File: src/rtl/cwa_pkg.sv
// package for the compare and word arithmetic datapath
// assumes a sequencer that decodes opcodes and fetches operands
//
// Overview of operation
// - every instruction clock is one period of the selected processor clock
// - ram, special-function or no-data operands use the primary cycle count
// - program memory operand costs 4 clocks unsegmented, 5 segmented
// - byte compare accumulator minus segmented pointer byte, flags only, 3 bytes
// - indexed compare x minus segmented pointer byte, flags only, 4 bytes
// - word add immediate into accumulator pair, carry and flags, 3 bytes, 1 clock
// - word add of accumulator pair to itself doubles it, 1 byte, 1 clock
// - word add segmented pointer word to accumulator pair, 4 bytes, 2 clocks
// - word subtract immediate, borrow into carry, 3 bytes, 1 clock
// - word subtract segmented absolute word with borrow into carry, 4 bytes
// - word compare segmented pointer word, pair unchanged, flags updated
// - unsigned multiply accumulator byte by x byte into pair, flags kept
package cwa_pkg;

    // ------------------------------------------------------------------
    // operations
    // ------------------------------------------------------------------
    typedef enum logic [3:0] {
        CWA_OP_CMP_BYTE   = 4'h0,
        CWA_OP_CMP_X      = 4'h1,
        CWA_OP_ADD_WORD_IMM   = 4'h2,
        CWA_OP_ADD_WORD_SELF  = 4'h3,
        CWA_OP_ADD_WORD_MEM   = 4'h4,
        CWA_OP_SUBTRACT_WORD_IMM   = 4'h5,
        CWA_OP_SUBTRACT_WORD_MEM   = 4'h6,
        CWA_OP_COMPARE_WORD_MEM   = 4'h7,
        CWA_OP_UNSIGNED_MULTIPLY       = 4'h8
    } cwa_op_t;

    // ------------------------------------------------------------------
    // operand region
    // ------------------------------------------------------------------
    typedef enum logic [1:0] {
        CWA_SRC_NONE = 2'h0,
        CWA_SRC_RAM  = 2'h1,
        CWA_SRC_PROG = 2'h2
    } cwa_src_t;

    // ------------------------------------------------------------------
    // request and result carriers
    // ------------------------------------------------------------------
    typedef struct packed {
        cwa_op_t     op;
        cwa_src_t    src;
        logic [15:0] acc_pair;
        logic [7:0]  x_reg;
        logic [15:0] imm_word;
        logic [15:0] addr;
        logic [3:0]  upper_bank;
    } cwa_req_t;

    typedef struct packed {
        logic [15:0] acc_pair;
        logic        acc_we;
        logic        zero_flag;
        logic        half_carry_flag;
        logic        carry_flag;
        logic        flags_we;
        logic [2:0]  length;
        logic [2:0]  clocks;
    } cwa_res_t;

    // ------------------------------------------------------------------
    // cycle counts and lengths
    // ------------------------------------------------------------------
    localparam logic [2:0] CWA_CLK_PLAIN     = 3'h1;
    localparam logic [2:0] CWA_CLK_SEG       = 3'h2;
    localparam logic [2:0] CWA_CLK_PROG      = 3'h4;
    localparam logic [2:0] CWA_CLK_SEG_PROG  = 3'h5;
    localparam logic [2:0] CWA_LEN_1         = 3'h1;
    localparam logic [2:0] CWA_LEN_3         = 3'h3;
    localparam logic [2:0] CWA_LEN_4         = 3'h4;
    localparam int         CWA_BANK_W        = 4;
    localparam logic [2:0] CWA_STEP_RST      = 3'h0;

endpackage

File: src/rtl/cwa_addsub.sv
// 16-bit adder and subtracter with carry and half-carry
// assumes operands from the datapath on the same clock
`timescale 1ns/100ps
module cwa_addsub #(
    parameter int W = 16
) (
    // operands
    input  wire logic [W-1:0] i_a,
    input  wire logic [W-1:0] i_b,
    input  wire logic         i_sub,
    // result
    output logic      [W-1:0] o_sum,
    output logic              o_carry,
    output logic              o_half
);
    // half carry from bit 3 of the low byte
    wire logic [W:0]   full_w;
    wire logic [4:0]   nib_w;
    assign full_w  = i_sub ? ({1'b0, i_a} - {1'b0, i_b}) : ({1'b0, i_a} + {1'b0, i_b});
    assign nib_w   = i_sub ? ({1'b0, i_a[3:0]} - {1'b0, i_b[3:0]}) : ({1'b0, i_a[3:0]} + {1'b0, i_b[3:0]});
    assign o_sum   = full_w[W-1:0];
    assign o_carry = full_w[W];
    assign o_half  = nib_w[4];
endmodule

File: src/rtl/cwa_alu.sv
// compare, word arithmetic and multiply datapath
// assumes the sequencer holds the request stable while busy
`timescale 1ns/100ps
module cwa_alu (
    // clock and reset
    input  wire logic                i_sys_clk,
    input  wire logic                i_sys_rst,
    // request
    input  wire logic                i_valid,
    input  wire cwa_pkg::cwa_req_t   i_req,
    input  wire logic [15:0]         i_mem_data,
    // memory address
    output logic [19:0]              o_mem_addr,
    // result
    output logic                     o_busy,
    output logic                     o_done,
    output cwa_pkg::cwa_res_t        o_res
);

    // ------------------------------------------------------------------
    // state
    // ------------------------------------------------------------------
    typedef enum logic [1:0] {
        CWA_ST_IDLE = 2'b01,
        CWA_ST_RUN  = 2'b10
    } cwa_state_t;

    cwa_state_t         state_r;
    cwa_state_t         state_nxt;
    logic [2:0]         step_r;
    cwa_pkg::cwa_res_t  res_r;
    logic [19:0]        addr_r;

    // ------------------------------------------------------------------
    // operand decode
    // ------------------------------------------------------------------
    wire logic          is_seg_w;
    wire logic          is_byte_w;
    wire logic          is_sub_w;
    wire logic          is_cmp_w;
    wire logic          is_mul_w;
    wire logic [15:0]   opa_w;
    wire logic [15:0]   opb_w;
    wire logic [15:0]   sum_w;
    wire logic          carry_w;
    wire logic          half_w;
    wire logic          zero_w;
    wire logic [15:0]   prod_w;
    wire logic [2:0]    clocks_w;
    wire logic [2:0]    len_w;
    wire logic [19:0]   addr_w;

    assign is_seg_w  = i_req.op inside {cwa_pkg::CWA_OP_CMP_BYTE, cwa_pkg::CWA_OP_CMP_X,
                                        cwa_pkg::CWA_OP_ADD_WORD_MEM, cwa_pkg::CWA_OP_SUBTRACT_WORD_MEM,
                                        cwa_pkg::CWA_OP_COMPARE_WORD_MEM};
    assign is_byte_w = (i_req.op == cwa_pkg::CWA_OP_CMP_BYTE) || (i_req.op == cwa_pkg::CWA_OP_CMP_X);
    assign is_cmp_w  = is_byte_w || (i_req.op == cwa_pkg::CWA_OP_COMPARE_WORD_MEM);
    assign is_sub_w  = is_cmp_w || (i_req.op == cwa_pkg::CWA_OP_SUBTRACT_WORD_IMM)
                       || (i_req.op == cwa_pkg::CWA_OP_SUBTRACT_WORD_MEM);
    assign is_mul_w  = (i_req.op == cwa_pkg::CWA_OP_UNSIGNED_MULTIPLY);

    assign addr_w    = {i_req.upper_bank, i_req.addr};

    assign opa_w = (i_req.op == cwa_pkg::CWA_OP_CMP_X)    ? {i_req.x_reg, 8'h00} :
                   (i_req.op == cwa_pkg::CWA_OP_CMP_BYTE) ? {i_req.acc_pair[15:8], 8'h00} :
                   i_req.acc_pair;
    assign opb_w = is_byte_w                                  ? {i_mem_data[7:0], 8'h00} :
                   (i_req.op == cwa_pkg::CWA_OP_ADD_WORD_SELF)    ? i_req.acc_pair :
                   (i_req.op == cwa_pkg::CWA_OP_ADD_WORD_IMM
                    || i_req.op == cwa_pkg::CWA_OP_SUBTRACT_WORD_IMM)  ? i_req.imm_word :
                   i_mem_data;

    cwa_addsub #(
        .W (16)
    ) u_addsub (
        .i_a     (is_byte_w ? {8'h00, opa_w[15:8]} : opa_w),
        .i_b     (is_byte_w ? {8'h00, opb_w[15:8]} : opb_w),
        .i_sub   (is_sub_w),
        .o_sum   (sum_w),
        .o_carry (carry_w),
        .o_half  (half_w)
    );

    // byte forms take carry from bit 8 of the 16-bit difference
    wire logic          flag_cy_w;
    assign flag_cy_w = is_byte_w ? sum_w[8] : carry_w;
    assign zero_w    = is_byte_w ? (sum_w[7:0] == 8'h00) : (sum_w == 16'h0000);

    assign prod_w = {8'h00, i_req.acc_pair[15:8]} * {8'h00, i_req.x_reg};

    assign clocks_w = (i_req.src == cwa_pkg::CWA_SRC_PROG)
                      ? (is_seg_w ? cwa_pkg::CWA_CLK_SEG_PROG : cwa_pkg::CWA_CLK_PROG)
                      : (is_seg_w ? cwa_pkg::CWA_CLK_SEG : cwa_pkg::CWA_CLK_PLAIN);

    assign len_w = (i_req.op == cwa_pkg::CWA_OP_ADD_WORD_SELF || is_mul_w) ? cwa_pkg::CWA_LEN_1 :
                   (i_req.op == cwa_pkg::CWA_OP_CMP_BYTE
                    || i_req.op == cwa_pkg::CWA_OP_ADD_WORD_IMM
                    || i_req.op == cwa_pkg::CWA_OP_SUBTRACT_WORD_IMM) ? cwa_pkg::CWA_LEN_3 :
                   cwa_pkg::CWA_LEN_4;

    // ------------------------------------------------------------------
    // result word
    // ------------------------------------------------------------------
    cwa_pkg::cwa_res_t  res_w;
    always_comb begin
        res_w                 = '0;
        res_w.length          = len_w;
        res_w.clocks          = clocks_w;
        res_w.acc_we          = !is_cmp_w;
        res_w.acc_pair        = is_mul_w ? prod_w : (is_cmp_w ? i_req.acc_pair : sum_w);
        res_w.flags_we        = !is_mul_w;
        res_w.zero_flag       = zero_w;
        res_w.half_carry_flag = half_w;
        res_w.carry_flag      = flag_cy_w;
    end

    // ------------------------------------------------------------------
    // sequencing
    // ------------------------------------------------------------------
    wire logic          start_w;
    wire logic          last_w;
    assign start_w = i_valid && (state_r == CWA_ST_IDLE);
    assign last_w  = (state_r == CWA_ST_RUN) && (step_r == 3'h1);

    always_comb begin
        case (state_r)
            CWA_ST_IDLE: state_nxt = (start_w && clocks_w != cwa_pkg::CWA_CLK_PLAIN) ? CWA_ST_RUN : CWA_ST_IDLE;
            CWA_ST_RUN:  state_nxt = last_w ? CWA_ST_IDLE : CWA_ST_RUN;
            default:     state_nxt = CWA_ST_IDLE;
        endcase
    end

    always_ff @(posedge i_sys_clk or posedge i_sys_rst) begin
        if (i_sys_rst) begin
            state_r <= CWA_ST_IDLE;
            step_r  <= cwa_pkg::CWA_STEP_RST;
        end else begin
            state_r <= state_nxt;
            if (start_w)
                step_r <= 3'(clocks_w - 3'h1);
            else if (state_r == CWA_ST_RUN)
                step_r <= 3'(step_r - 3'h1);
        end
    end

    always_ff @(posedge i_sys_clk or posedge i_sys_rst) begin
        if (i_sys_rst) begin
            res_r  <= '0;
            addr_r <= '0;
        end else if (start_w) begin
            res_r  <= res_w;
            addr_r <= addr_w;
        end
    end

    logic               done_r;
    always_ff @(posedge i_sys_clk or posedge i_sys_rst) begin
        if (i_sys_rst)
            done_r <= 1'b0;
        else
            done_r <= (start_w && clocks_w == cwa_pkg::CWA_CLK_PLAIN) || last_w;
    end

    assign o_done     = done_r;
    assign o_busy     = (state_r == CWA_ST_RUN);
    assign o_res      = res_r;
    assign o_mem_addr = addr_r;

    // ------------------------------------------------------------------
    // checks
    // ------------------------------------------------------------------
    a_prog_seg_five: assert property (
        @(posedge i_sys_clk) disable iff (i_sys_rst)
        start_w && is_seg_w && i_req.src == cwa_pkg::CWA_SRC_PROG |-> ##5 o_done)
        else $error("segmented program memory form not done in 5");

    a_ram_seg_two: assert property (
        @(posedge i_sys_clk) disable iff (i_sys_rst)
        start_w && is_seg_w && i_req.src != cwa_pkg::CWA_SRC_PROG |=> !o_done ##1 o_done)
        else $error("segmented ram form not done in 2");

    a_one_clock_done: assert property (
        @(posedge i_sys_clk) disable iff (i_sys_rst)
        start_w && clocks_w == 3'h1 |=> o_done && !o_busy)
        else $error("single clock form not done next cycle");

    a_cmp_keeps_pair: assert property (
        @(posedge i_sys_clk) disable iff (i_sys_rst)
        start_w && is_cmp_w |=> !o_res.acc_we && o_res.acc_pair == $past(i_req.acc_pair))
        else $error("compare altered the pair");

    a_mul_product: assert property (
        @(posedge i_sys_clk) disable iff (i_sys_rst)
        start_w && is_mul_w |=> o_res.acc_pair == ({8'h00, $past(i_req.acc_pair[15:8])} * {8'h00, $past(i_req.x_reg)})
                                && !o_res.flags_we)
        else $error("multiply product or flags wrong");

    a_self_double: assert property (
        @(posedge i_sys_clk) disable iff (i_sys_rst)
        start_w && i_req.op == cwa_pkg::CWA_OP_ADD_WORD_SELF
        |=> {o_res.carry_flag, o_res.acc_pair} == {$past(i_req.acc_pair), 1'b0})
        else $error("self add did not double");

    a_bank_address: assert property (
        @(posedge i_sys_clk) disable iff (i_sys_rst)
        start_w |=> o_mem_addr[19:16] == $past(i_req.upper_bank))
        else $error("bank not above address");

    a_subtract_word_borrow: assert property (
        @(posedge i_sys_clk) disable iff (i_sys_rst)
        start_w && i_req.op == cwa_pkg::CWA_OP_SUBTRACT_WORD_IMM
        |=> o_res.carry_flag == ($past(i_req.acc_pair) < $past(i_req.imm_word)) && o_res.length == 3'h3)
        else $error("subtract borrow or length wrong");

    a_cmpx_zero: assert property (
        @(posedge i_sys_clk) disable iff (i_sys_rst)
        start_w && i_req.op == cwa_pkg::CWA_OP_CMP_X
        |=> o_res.zero_flag == ($past(i_req.x_reg) == $past(i_mem_data[7:0])) && o_res.length == 3'h4)
        else $error("indexed compare flags wrong");

    a_cmp_carry: assert property (
        @(posedge i_sys_clk) disable iff (i_sys_rst)
        start_w && i_req.op == cwa_pkg::CWA_OP_CMP_BYTE
        |=> o_res.carry_flag == ($past(i_req.acc_pair[15:8]) < $past(i_mem_data[7:0])))
        else $error("byte compare carry wrong");

    a_add_word_imm: assert property (
        @(posedge i_sys_clk) disable iff (i_sys_rst)
        start_w && i_req.op == cwa_pkg::CWA_OP_ADD_WORD_IMM
        |=> {o_res.carry_flag, o_res.acc_pair} == 17'($past(i_req.acc_pair) + 17'($past(i_req.imm_word))))
        else $error("immediate add sum wrong");

    a_add_word_mem: assert property (
        @(posedge i_sys_clk) disable iff (i_sys_rst)
        start_w && i_req.op == cwa_pkg::CWA_OP_ADD_WORD_MEM
        |=> o_res.acc_pair == 16'($past(i_req.acc_pair) + $past(i_mem_data)) && o_res.acc_we)
        else $error("memory add sum wrong");

    a_subtract_word_mem: assert property (
        @(posedge i_sys_clk) disable iff (i_sys_rst)
        start_w && i_req.op == cwa_pkg::CWA_OP_SUBTRACT_WORD_MEM
        |=> o_res.carry_flag == ($past(i_req.acc_pair) < $past(i_mem_data)))
        else $error("memory subtract borrow wrong");

    a_prog_plain_four: assert property (
        @(posedge i_sys_clk) disable iff (i_sys_rst)
        start_w && !is_seg_w && i_req.src == cwa_pkg::CWA_SRC_PROG |-> ##4 o_done)
        else $error("unsegmented program memory form not done in 4");

    a_prog_busy_span: assert property (
        @(posedge i_sys_clk) disable iff (i_sys_rst)
        start_w && is_seg_w && i_req.src == cwa_pkg::CWA_SRC_PROG |=> o_busy [*4] ##1 !o_busy)
        else $error("segmented program memory busy span wrong");

    a_ram_busy_one: assert property (
        @(posedge i_sys_clk) disable iff (i_sys_rst)
        start_w && is_seg_w && i_req.src != cwa_pkg::CWA_SRC_PROG |=> o_busy ##1 !o_busy)
        else $error("segmented ram busy span wrong");

    a_result_holds: assert property (
        @(posedge i_sys_clk) disable iff (i_sys_rst)
        !start_w |=> $stable(o_res) && $stable(o_mem_addr))
        else $error("result changed without a taken request");

    a_cmp_half: assert property (
        @(posedge i_sys_clk) disable iff (i_sys_rst)
        start_w && i_req.op == cwa_pkg::CWA_OP_CMP_BYTE
        |=> o_res.half_carry_flag == ($past(i_req.acc_pair[11:8]) < $past(i_mem_data[3:0])))
        else $error("byte compare half carry wrong");

    a_compare_word_flags: assert property (
        @(posedge i_sys_clk) disable iff (i_sys_rst)
        start_w && i_req.op == cwa_pkg::CWA_OP_COMPARE_WORD_MEM
        |=> o_res.carry_flag == ($past(i_req.acc_pair) < $past(i_mem_data))
            && o_res.zero_flag == ($past(i_req.acc_pair) == $past(i_mem_data)))
        else $error("word compare flags wrong");

    a_cmpx_carry: assert property (
        @(posedge i_sys_clk) disable iff (i_sys_rst)
        start_w && i_req.op == cwa_pkg::CWA_OP_CMP_X
        |=> o_res.carry_flag == ($past(i_req.x_reg) < $past(i_mem_data[7:0])) && !o_res.acc_we)
        else $error("indexed compare carry wrong");

    a_mem_lengths: assert property (
        @(posedge i_sys_clk) disable iff (i_sys_rst)
        start_w && i_req.op inside {cwa_pkg::CWA_OP_ADD_WORD_MEM, cwa_pkg::CWA_OP_SUBTRACT_WORD_MEM}
        |=> o_res.length == 3'h4 && o_res.acc_we)
        else $error("memory word form length wrong");

    a_mul_length: assert property (
        @(posedge i_sys_clk) disable iff (i_sys_rst)
        start_w && is_mul_w |=> o_res.length == 3'h1 && o_res.acc_we)
        else $error("multiply length wrong");

endmodule

File: config.mk
export PLATFORM = sky130hd
export DESIGN_NAME = cwa_alu
export DESIGN_NICKNAME = d
export VERILOG_FILES = /design/src/rtl/cwa_pkg.sv /design/src/rtl/cwa_addsub.sv /design/src/rtl/cwa_alu.sv
export SDC_FILE = /design/constraint.sdc
export NUM_CORES = 1
export LEC_CHECK = 0
export BUFFER_PORTS_ARGS = -buffer_cell sky130_fd_sc_hd__buf_4
export CAP_MARGIN = 5
export CELL_PAD_IN_SITES_DETAIL_PLACEMENT = 1
export CELL_PAD_IN_SITES_GLOBAL_PLACEMENT = 1
export CORE_UTILIZATION = 30
export CTS_CLUSTER_DIAMETER = 80
export DETAILED_ROUTE_END_ITERATION = 8
export PLACE_DENSITY_LB_ADDON = 0.1
export SLEW_MARGIN = 5
export SYNTH_ARGS = -nofsm -noshare
export SYNTH_HDL_FRONTEND = slang
export SYNTH_SLANG_ARGS = --single-unit
File: constraint.sdc
create_clock -name i_sys_clk -period 2.7 [get_ports i_sys_clk]
set_input_delay 0.27 -clock i_sys_clk [delete_from_list [all_inputs] [get_ports i_sys_clk]]
set_output_delay 0.27 -clock i_sys_clk [all_outputs]
set_load 0.005 [all_outputs]
==> results of run 1 <==
## worst register-to-register path, stage by stage, from the launching register on
cell	delay, ns
sky130_fd_sc_hd__dfstp_2	0.53
sky130_fd_sc_hd__ha_1	0.20
sky130_fd_sc_hd__nand2_2	0.07
sky130_fd_sc_hd__nor3b_1	0.20
sky130_fd_sc_hd__nand3_1	0.15
sky130_fd_sc_hd__or4_4	0.53
sky130_fd_sc_hd__nor4_4	0.22
sky130_fd_sc_hd__nand4_1	0.11
sky130_fd_sc_hd__o31ai_1	0.19
## flip-flops by register name, indices dropped and copies added (netlist names)
name and count:
o_done 1, o_res 27, step_r 3, state_r 2, o_mem_addr 20
## cells in the mapped netlist, types with 6 or more instances
| library cell | n | share of area |
|---|---|---|
| sky130_fd_sc_hd__a211oi_1 | 8 | 0.0094 |
| sky130_fd_sc_hd__a21o_1 | 6 | 0.0070 |
| sky130_fd_sc_hd__a21oi_1 | 40 | 0.031 |
| sky130_fd_sc_hd__and2_1 | 39 | 0.038 |
| sky130_fd_sc_hd__buf_1 | 6 | 0.0035 |
| sky130_fd_sc_hd__clkbuf_1 | 30 | 0.018 |
| sky130_fd_sc_hd__dfrtp_1 | 52 | 0.20 |
| sky130_fd_sc_hd__fa_1 | 37 | 0.12 |
| sky130_fd_sc_hd__ha_1 | 61 | 0.12 |
| sky130_fd_sc_hd__inv_1 | 61 | 0.036 |
| sky130_fd_sc_hd__mux2_2 | 7 | 0.012 |
| sky130_fd_sc_hd__mux2i_1 | 16 | 0.025 |
| sky130_fd_sc_hd__nand2_1 | 153 | 0.090 |
| sky130_fd_sc_hd__nand2b_1 | 8 | 0.0078 |
| sky130_fd_sc_hd__nand3_1 | 13 | 0.010 |
| sky130_fd_sc_hd__nor2_1 | 60 | 0.035 |
| sky130_fd_sc_hd__nor2b_1 | 14 | 0.014 |
| sky130_fd_sc_hd__nor3_1 | 16 | 0.012 |
| sky130_fd_sc_hd__o211ai_1 | 7 | 0.0082 |
| sky130_fd_sc_hd__o21ai_0 | 41 | 0.032 |
| sky130_fd_sc_hd__o31ai_1 | 6 | 0.0070 |
| sky130_fd_sc_hd__or3_1 | 6 | 0.0059 |
| sky130_fd_sc_hd__xnor2_1 | 22 | 0.030 |
| sky130_fd_sc_hd__xor2_1 | 14 | 0.019 |
## worst paths after layout
path	to	slack, ns	cells after the start
worst max-delay path	o_res[26]	-1.37	17
max in group asynchronous	state_r[0]	1.99	3
worst max register to register	o_res[9]	0.42	8
worst min register to register	o_mem_addr[17]	0.48	2
min in group i_sys_clk	o_mem_addr[2]	0.16	3
worst min-delay path	o_res[17]	0.05	2
## layout make-up
class	count	share of cell area
clock inverter	3	0.00255
inverter	61	0.0222
tap	275	0.0333
timing repair buffer	331	0.262
multi-input combinational	654	0.540
clock buffer	5	0.0121
sequential	53	0.129
## repair_timing
item / in CTS / in global routing
resized for setup: 118 / 65
endpoints found under the setup margin: 18 / 18
pin swaps: 71 / 50
endpoints found under the hold margin: 0 / 0
setup buffers: 16 / 7
## power groups by stage
stage	logic (mW)	registers [mW]	clock network (mW)
floorplan	2.26	1.39	0
CTS	4.90	1.38	0.711
detailed placement	4.34	1.39	0
finish	5.32	1.37	0.682
global route	5.82	1.42	0.737
global placement	4.30	1.37	0
## cells by family after synthesis
logic type,after synthesis
simple gates,338
compound gates,158
buf+inv,102
fa+ha+maj,98
flops,53
xor+xnor,36
mux,24
## metal layers
| metal | share of wire | up-vias |
|---|---|---|
| li1 | - | 3329 |
| met1 | 0.47 | 3312 |
| met2 | 0.48 | 124 |
| met3 | 0.027 | 31 |
| met4 | 0.027 | 0 |
| met5 | 0 | - |
## through the flow
step	hold slack (ns)	util
after global placement	0.413	0.436
final	0.0503	0.492
after CTS	0.0800	0.475
after detailed placement	0.417	0.436
after floorplan	0.375	-
after global routing	0.109	0.492
==> metrics.txt, run 1 <==
# TYPE chip_impl_metric gauge
chip_impl_info{name="reg2reg_from",value="state_r[0]"} 1
chip_impl_metric{name="synthesis.area",unit="sq mm"} 0.00641
chip_impl_metric{name="switching_share",unit=""} 0.422
chip_impl_metric{name="fp-row-count",unit=""} 53
chip_impl_metric{name="grt_use_met3",unit=""} 0.0166
chip_impl_metric{name="drt-total-wl",unit="mm"} 24.6
chip_impl_metric{name="final_area",unit="sq mm"} 0.0103
chip_impl_metric{name="synth_xor_area_frac",unit=""} 0.0492
chip_impl_info{name="path_common_cell",value="sky130_fd_sc_hd__fa_1"} 1
chip_impl_metric{name="power_per_cell_area",unit="mW/mm^2"} 714
chip_impl_info{name="critical_path.top_delay_family",value="adder cells"} 1
chip_impl_metric{name="port-buffer-count",unit=""} 133
chip_impl_metric{name="worst_ep_required_time",unit="ns"} 2.91
chip_impl_metric{name="timing.final.hold_violations",unit=""} 0
chip_impl_metric{name="power_frac_comb",unit=""} 0.722
chip_impl_info{name="synth_flop_cell",value="sky130_fd_sc_hd__dfrtp_1"} 1
chip_impl_info{name="cp-start-kind",value="input port"} 1
chip_impl_metric{name="timing.final.max_slew_violations",unit=""} 0
chip_impl_metric{name="first_iter_violations",unit=""} 201
chip_impl_metric{name="worst_slew_margin_rel",unit=""} 0.544
chip_impl_metric{name="postPlaceCellArea",unit="sq mm"} 0.00913
chip_impl_metric{name="power_frac_clock",unit=""} 0.092
chip_impl_metric{name="diodes",unit=""} 0
chip_impl_metric{name="area_growth_synth_to_finish",unit="%"} 61.0
chip_impl_metric{name="max_slew.worst_pin.slew",unit="ns"} 0.683
chip_impl_metric{name="grt_overflow_total",unit=""} 0
chip_impl_metric{name="setup_tns",unit="ns"} -15.22
chip_impl_metric{name="grt_max_degree",unit=""} 65
chip_impl_metric{name="yosys.area_share.simple",unit=""} 0.248
chip_impl_metric{name="cts_buffer_depth",unit=""} 2
chip_impl_metric{name="setup_viol_count_final",unit=""} 17
chip_impl_metric{name="power_switching",unit="mW"} 3.11
chip_impl_info{name="layout.cells.most_common_list",value="sky130_fd_sc_hd__buf_4, sky130_fd_sc_hd__nand2_1, sky130_fd_sc_hd__inv_1, sky130_fd_sc_hd__nor2_1, sky130_fd_sc_hd__dfrtp_1"} 1
chip_impl_metric{name="grt_use_total",unit=""} 0.223
chip_impl_info{name="cp_cell_sequence",value="buf_8 > and2_4 > fa_2 > fa_1 > inv_1 > fa_1 > fa_1 > inv_2 > ha_4 > o21ai_2 > a21oi_2 > o41a_1 > a41o_1 > o41a_1 > xnor2_1 > nor2_1 > o41ai_2"} 1
chip_impl_info{name="most_common_library_cell_in_the_layout_ignoring_fill_and_taps",value="sky130_fd_sc_hd__buf_4"} 1
chip_impl_info{name="crit_type",value="in -> reg"} 1
chip_impl_metric{name="chipHeight",unit="microns"} 148
chip_impl_metric{name="synth-warning-count",unit=""} 0
chip_impl_metric{name="cap_viol_max_count",unit=""} 0
chip_impl_metric{name="dr.pass1.iters",unit=""} 4
chip_impl_metric{name="cts-hold-fix-buffers",unit=""} 0
chip_impl_metric{name="period_minus_slack",unit="ns"} 4.07
chip_impl_info{name="outcome",value="complete, but fails checks"} 1
chip_impl_metric{name="placed_cells_incl_taps",unit=""} 1355
chip_impl_metric{name="synth_fa_ha_area_frac",unit=""} 0.235
chip_impl_metric{name="synth-compound-area-share",unit=""} 0.159
chip_impl_info{name="grt_setup_unrepaired",value="true"} 1
chip_impl_info{name="startpoint",value="i_req[53]"} 1
chip_impl_metric{name="final_layout_size_suffix_gt1_frac",unit=""} 0.426
chip_impl_metric{name="postSynth.asyncResetShare",unit=""} 1.00
chip_impl_metric{name="cts.reportedPaths.clkPinSlew",unit="ns"} 0.09
chip_impl_metric{name="grt_antenna_before_repair",unit=""} 0
chip_impl_metric{name="layout.filler_cells",unit=""} 2513
chip_impl_metric{name="globalplace.congestion",unit=""} 0.848
chip_impl_metric{name="fin_crit_sh",unit=""} 1.51
chip_impl_metric{name="post_syn_nets",unit=""} 992
chip_impl_info{name="globalRoute.busiestLayer",value="met2"} 1
chip_impl_metric{name="vdd.ir_drop.worst",unit="uV"} 317
chip_impl_metric{name="met1_layer_usage_reported_by_global_route",unit=""} 0.299
chip_impl_metric{name="chipWidth",unit="microns"} 148
chip_impl_metric{name="yosys.cell_types.count",unit=""} 64
chip_impl_metric{name="postLayoutSetupSlackWorst",unit="ns"} -1.37
chip_impl_metric{name="place_ws",unit="ns"} -1.85
chip_impl_metric{name="ioPinCount",unit=""} 134
chip_impl_metric{name="intPower",unit="mW"} 4.26
chip_impl_metric{name="critical-path-max-stage-delay",unit="ns"} 0.56
chip_impl_metric{name="coreArea",unit="sq mm"} 0.0210
chip_impl_metric{name="synth-edff-count",unit=""} 0
chip_impl_metric{name="final-seq-area",unit="sq mm"} 0.00133
chip_impl_metric{name="antenna_violating_nets_post_route",unit=""} 0
chip_impl_info{name="root_buffer",value="sky130_fd_sc_hd__clkbuf_16"} 1
chip_impl_metric{name="ys_seq_area_frac",unit=""} 0.207
chip_impl_info{name="failed_checks",value="setup timing"} 1
chip_impl_metric{name="power_frac_seq",unit=""} 0.186
chip_impl_metric{name="wl_per_cell",unit="microns"} 17.8
chip_impl_metric{name="postSynthCellCount",unit=""} 809
chip_impl_metric{name="yosys-mux-area-fraction",unit=""} 0.0390
chip_impl_metric{name="fin_total_pwr",unit="mW"} 7.37
chip_impl_metric{name="arrival_time_reported_for_the_critical_path_endpoint",unit="ns"} 4.28
chip_impl_metric{name="fin_cells",unit=""} 1382
chip_impl_metric{name="max_clock_skew",unit="ns"} 0.0115
chip_impl_info{name="cp-end-kind",value="flop"} 1
chip_impl_metric{name="dpl.hpwl",unit="mm"} 19.8
chip_impl_metric{name="multi_input_comb_area",unit="sq mm"} 0.00557
chip_impl_metric{name="vias_in_the_first_global_route",unit=""} 7075
chip_impl_metric{name="global_route.usage.met2",unit=""} 0.386
chip_impl_info{name="cts_tree",value="built"} 1
chip_impl_metric{name="die-area",unit="sq mm"} 0.0220
chip_impl_info{name="combinational_family_with_the_most_area_after_synthesis",value="simple AND/OR/NAND/NOR gates"} 1
chip_impl_info{name="cp_slowest_cell",value="sky130_fd_sc_hd__fa_1"} 1
chip_impl_metric{name="number_of_nets_in_the_layout",unit=""} 1289
chip_impl_metric{name="grt_pass1_wl",unit="mm"} 38.2
chip_impl_metric{name="timing.fmax",unit="MHz"} 246
chip_impl_metric{name="routed-via-count",unit=""} 6796
chip_impl_metric{name="cp_max_fo",unit=""} 4
chip_impl_metric{name="clk-insertion-delay-late",unit="ns"} 0.31
chip_impl_metric{name="detail_route.drc_violations",unit=""} 0
chip_impl_metric{name="p_leak",unit="nW"} 5.02
chip_impl_metric{name="tritoncts.num_buffers",unit=""} 5
chip_impl_metric{name="synthesis.area_per_instance",unit="sq um"} 7.92
chip_impl_info{name="hp-class",value="in -> async"} 1
chip_impl_metric{name="critical_path.n_buffers_inverters",unit=""} 3
chip_impl_metric{name="ys_seq_elements",unit=""} 53
chip_impl_metric{name="htree_levels",unit=""} 2
chip_impl_metric{name="dr_vias_cell",unit=""} 4.92
chip_impl_metric{name="initial_utilization",unit=""} 0.306
chip_impl_metric{name="tritoncts_num_sinks",unit=""} 53
No activity file was read; power rests on OpenSTA's default activity.
==> run 2: changes to the inputs <==
- ABC_AREA: default -> 1
==> run 2 against run 1 <==
The flow still finishes with violations (setup timing); worst setup slack better by 0.34 ns; register-to-register slack improved by 0.19 ns; final area increased by 3.0%; synthesized cell count up 22%; maximum frequency up 9.1%; synthesized area is 4.4% higher; combinational power up 0.8%; first-iteration DRC count shrank 14%; total power grew 2.4%; largest cell class unchanged.
==> metrics.txt, run 2 <==
# TYPE chip_impl_metric gauge
chip_impl_metric{name="dpl.hpwl",unit="mm"} 20.8
chip_impl_info{name="cts_tree",value="built"} 1
chip_impl_metric{name="dr.pass1.iters",unit=""} 4
chip_impl_metric{name="max_slew.worst_pin.slew",unit="ns"} 0.694
chip_impl_metric{name="vias_in_the_first_global_route",unit=""} 7360
chip_impl_info{name="crit_type",value="in -> reg"} 1
chip_impl_info{name="cp-end-kind",value="flop"} 1
chip_impl_metric{name="grt_antenna_before_repair",unit=""} 0
chip_impl_metric{name="globalplace.congestion",unit=""} 0.807
chip_impl_metric{name="yosys.area.top_type_share",unit=""} 0.194
chip_impl_metric{name="setup_viol_count_final",unit=""} 14
chip_impl_metric{name="diodes",unit=""} 0
chip_impl_info{name="synth_flop_cell",value="sky130_fd_sc_hd__dfrtp_1"} 1
chip_impl_info{name="synth.top_cells.by_count",value="sky130_fd_sc_hd__nand2_1, sky130_fd_sc_hd__inv_1, sky130_fd_sc_hd__nor2_1"} 1
chip_impl_metric{name="chipHeight",unit="microns"} 151
chip_impl_metric{name="antenna_violating_nets_post_route",unit=""} 0
chip_impl_metric{name="period_minus_slack",unit="ns"} 3.73
chip_impl_info{name="hp-class",value="in -> async"} 1
chip_impl_metric{name="initial_utilization",unit=""} 0.307
chip_impl_metric{name="synthesis.area_per_instance",unit="sq um"} 6.75
chip_impl_metric{name="synthesis.area",unit="sq mm"} 0.00669
chip_impl_metric{name="tritoncts_num_sinks",unit=""} 53
chip_impl_metric{name="dr_vias_cell",unit=""} 4.65
chip_impl_metric{name="fin_total_pwr",unit="mW"} 7.54
chip_impl_metric{name="final_layout_size_suffix_gt1_frac",unit=""} 0.422
chip_impl_info{name="yosysMostFrequentCell",value="sky130_fd_sc_hd__nand2_1"} 1
chip_impl_info{name="cp-start-kind",value="input port"} 1
chip_impl_info{name="failed_checks",value="setup timing"} 1
chip_impl_info{name="layout.cells.most_common_list",value="sky130_fd_sc_hd__buf_4, sky130_fd_sc_hd__nand2_1, sky130_fd_sc_hd__inv_1, sky130_fd_sc_hd__nor2_1, sky130_fd_sc_hd__dfrtp_1"} 1
chip_impl_metric{name="layout.filler_cells",unit=""} 2710
chip_impl_metric{name="die-area",unit="sq mm"} 0.0229
chip_impl_metric{name="postSynth.asyncResetShare",unit=""} 1.00
chip_impl_metric{name="area_growth_synth_to_finish",unit="%"} 58.8
chip_impl_metric{name="ioPinCount",unit=""} 134
chip_impl_metric{name="cap_viol_max_count",unit=""} 0
chip_impl_info{name="root_buffer",value="sky130_fd_sc_hd__clkbuf_16"} 1
chip_impl_metric{name="postSynthCellCount",unit=""} 991
chip_impl_metric{name="cts.reportedPaths.clkPinSlew",unit="ns"} 0.07
chip_impl_metric{name="detail_route.drc_violations",unit=""} 0
chip_impl_metric{name="final-seq-area",unit="sq mm"} 0.00133
chip_impl_metric{name="worst_slew_margin_rel",unit=""} 0.537
chip_impl_info{name="ys_top_cells_by_area",value="sky130_fd_sc_hd__dfrtp_1, sky130_fd_sc_hd__nand2_1, sky130_fd_sc_hd__ha_1"} 1
chip_impl_metric{name="setup_tns",unit="ns"} -9.86
chip_impl_metric{name="number_of_nets_in_the_layout",unit=""} 1466
chip_impl_metric{name="chipWidth",unit="microns"} 151
chip_impl_metric{name="utilization",unit=""} 0.487
chip_impl_metric{name="grt_overflow_total",unit=""} 0
chip_impl_metric{name="timing.final.max_slew_violations",unit=""} 0
chip_impl_metric{name="timing.final.hold_violations",unit=""} 0
chip_impl_metric{name="largest_register_ffs",unit=""} 27
chip_impl_info{name="grt_setup_unrepaired",value="true"} 1
chip_impl_metric{name="coreArea",unit="sq mm"} 0.0218
chip_impl_metric{name="yosys.cell_types.count",unit=""} 45
chip_impl_info{name="reg_to_reg_end",value="step_r[2]"} 1
chip_impl_metric{name="wl_per_cell",unit="microns"} 16.1
chip_impl_info{name="reg2reg_from",value="state_r[0]"} 1
chip_impl_metric{name="tritoncts.num_buffers",unit=""} 5
chip_impl_metric{name="ys_seq_elements",unit=""} 53
chip_impl_metric{name="grt_max_degree",unit=""} 36
chip_impl_metric{name="synth-edff-count",unit=""} 0
chip_impl_metric{name="power_per_cell_area",unit="mW/mm^2"} 710
chip_impl_metric{name="htree_levels",unit=""} 2
chip_impl_metric{name="grt_use_total",unit=""} 0.216
chip_impl_metric{name="first_iter_violations",unit=""} 173
chip_impl_metric{name="routed-via-count",unit=""} 7266
chip_impl_metric{name="grt_pass1_wl",unit="mm"} 38.3
chip_impl_metric{name="ys_seq_area_frac",unit=""} 0.198
chip_impl_metric{name="port-buffer-count",unit=""} 133
chip_impl_info{name="most_common_library_cell_in_the_layout_ignoring_fill_and_taps",value="sky130_fd_sc_hd__buf_4"} 1
chip_impl_metric{name="clk-insertion-delay-late",unit="ns"} 0.29
chip_impl_metric{name="fin_crit_sh",unit=""} 1.38
chip_impl_metric{name="worst_ep_required_time",unit="ns"} 2.89
chip_impl_metric{name="max_clock_skew",unit="ns"} 0.00333
chip_impl_metric{name="worst-r2r-cell-count",unit=""} 6
chip_impl_info{name="synth.largest_area_cell",value="sky130_fd_sc_hd__dfrtp_1"} 1
chip_impl_metric{name="vdd.ir_drop.worst",unit="uV"} 282
chip_impl_metric{name="hold_ws",unit="ns"} 0.0869
chip_impl_info{name="outcome",value="complete, but fails checks"} 1
chip_impl_metric{name="postLayoutSetupSlackWorst",unit="ns"} -1.03
chip_impl_metric{name="rrSetupSlack",unit="ns"} 0.61
chip_impl_metric{name="arrival_time_reported_for_the_critical_path_endpoint",unit="ns"} 3.92
chip_impl_metric{name="post_syn_nets",unit=""} 1174
chip_impl_metric{name="multi_input_comb_area",unit="sq mm"} 0.00547
chip_impl_metric{name="place_ws",unit="ns"} -1.37
chip_impl_metric{name="p_leak",unit="nW"} 5.80
chip_impl_metric{name="synth-warning-count",unit=""} 0
chip_impl_metric{name="cts-hold-fix-buffers",unit=""} 0
chip_impl_metric{name="cts_buffer_depth",unit=""} 2
chip_impl_metric{name="drt-total-wl",unit="mm"} 25.1
chip_impl_metric{name="timing.fmax",unit="MHz"} 268
chip_impl_metric{name="cp_max_fo",unit=""} 6
chip_impl_metric{name="fp-row-count",unit=""} 54
## run 2: cell types whose count changed after synthesis, moves of 8 or more
cell                       change
sky130_fd_sc_hd__nand3_1      +34
sky130_fd_sc_hd__mux2i_1       -8
sky130_fd_sc_hd__nand2_2      +11
sky130_fd_sc_hd__nor2b_1      -14
sky130_fd_sc_hd__inv_2         +9
sky130_fd_sc_hd__nand2_1     +155
sky130_fd_sc_hd__xnor2_1      -10
sky130_fd_sc_hd__inv_1        +96
sky130_fd_sc_hd__nor2_1       +12
sky130_fd_sc_hd__nor3_1       -15
sky130_fd_sc_hd__nand2b_1      -8
sky130_fd_sc_hd__a211oi_1      -8
sky130_fd_sc_hd__and2_1       -39
## run 2: kinds of logic (layout without fill, tap and decap cells)
family / after synthesis / after routing / synth area share
XOR/XNOR: 28 / 28 / 0.0366
AO/OA/AOI/OAI: 125 / 125 / 0.105
multiplexers: 8 / 8 / 0.0120
adder cells (fa/ha/maj): 98 / 98 / 0.225
buffers and inverters: 206 / 499 / 0.122
AND/OR/NAND/NOR: 473 / 473 / 0.301
flip-flops: 53 / 53 / 0.198
## run 2: layout make-up
| class | count | area share |
|---|---|---|
| Clock buffer | 5 | 0.0118 |
| Sequential cell | 53 | 0.125 |
| Tap cell | 280 | 0.0330 |
| Timing Repair Buffer | 323 | 0.249 |
| Multi-Input combinational cell | 732 | 0.515 |
| Clock inverter | 3 | 0.00612 |
| Inverter | 168 | 0.0599 |
## run 2: timing repair
| action | 4_1_cts | 5_1_grt |
|---|---|---|
| pin swaps | 60 | 69 |
| buffers inserted | 20 | 14 |
| gates resized for setup | 108 | 125 |
| setup endpoints to repair | 16 | 17 |
| gates cloned | 0 | 0 |
## run 2: worst max-delay path by stage
stage / from / endpoint / depth (start not counted)
floorplan: i_req[58] / o_res[26] / 20
global placement: i_req[41] / o_res[21] / 15
detailed placement: i_req[41] / o_res[21] / 15
CTS: i_req[55] / o_res[25] / 21
global route: i_req[57] / o_res[26] / 20
finish: i_req[57] / o_res[26] / 20
## run 2: per-stage QoR
stage | area (sq um) | instances
floorplan | 7090 | 991
global placement | 9270 | 1524
detailed placement | 9270 | 1524
CTS | 9980 | 1552
global route | 10600 | 1564
finish | 10600 | 1564
## run 2: report_power, final
group          internal, mW  total [mW]  switching [mW]
clock network         0.530       0.818           0.289
registers              1.17        1.36           0.197
logic                  2.60        5.36            2.76
total                  4.29        7.54            3.25
## run 2: worst max-delay path: stages
cell                      delay (ns)
sky130_fd_sc_hd__buf_12         0.09
sky130_fd_sc_hd__nand2_4        0.05
sky130_fd_sc_hd__fa_1           0.49
sky130_fd_sc_hd__fa_1           0.53
sky130_fd_sc_hd__inv_2          0.05
sky130_fd_sc_hd__fa_1           0.56
sky130_fd_sc_hd__fa_1           0.46
sky130_fd_sc_hd__ha_4           0.35
sky130_fd_sc_hd__nand2_4        0.08
sky130_fd_sc_hd__o21ai_4        0.17
sky130_fd_sc_hd__nand2_1        0.09
sky130_fd_sc_hd__nand3_2        0.08
sky130_fd_sc_hd__nand2_2        0.06
sky130_fd_sc_hd__nand2_2        0.06
sky130_fd_sc_hd__a21oi_2        0.05
sky130_fd_sc_hd__or2_4          0.22
sky130_fd_sc_hd__nand2_1        0.05
sky130_fd_sc_hd__nand2_1        0.05
sky130_fd_sc_hd__nand2_1        0.07
sky130_fd_sc_hd__nand2_1        0.06
## run 2: per-layer routing
metal	wire, microns	GRT usage	vias to the layer above
li1	-	-	3661
met1	11700	0.286	3433
met2	12100	0.383	152
met3	961	0.0175	20
met4	383	0.0415	0
met5	0	0	-
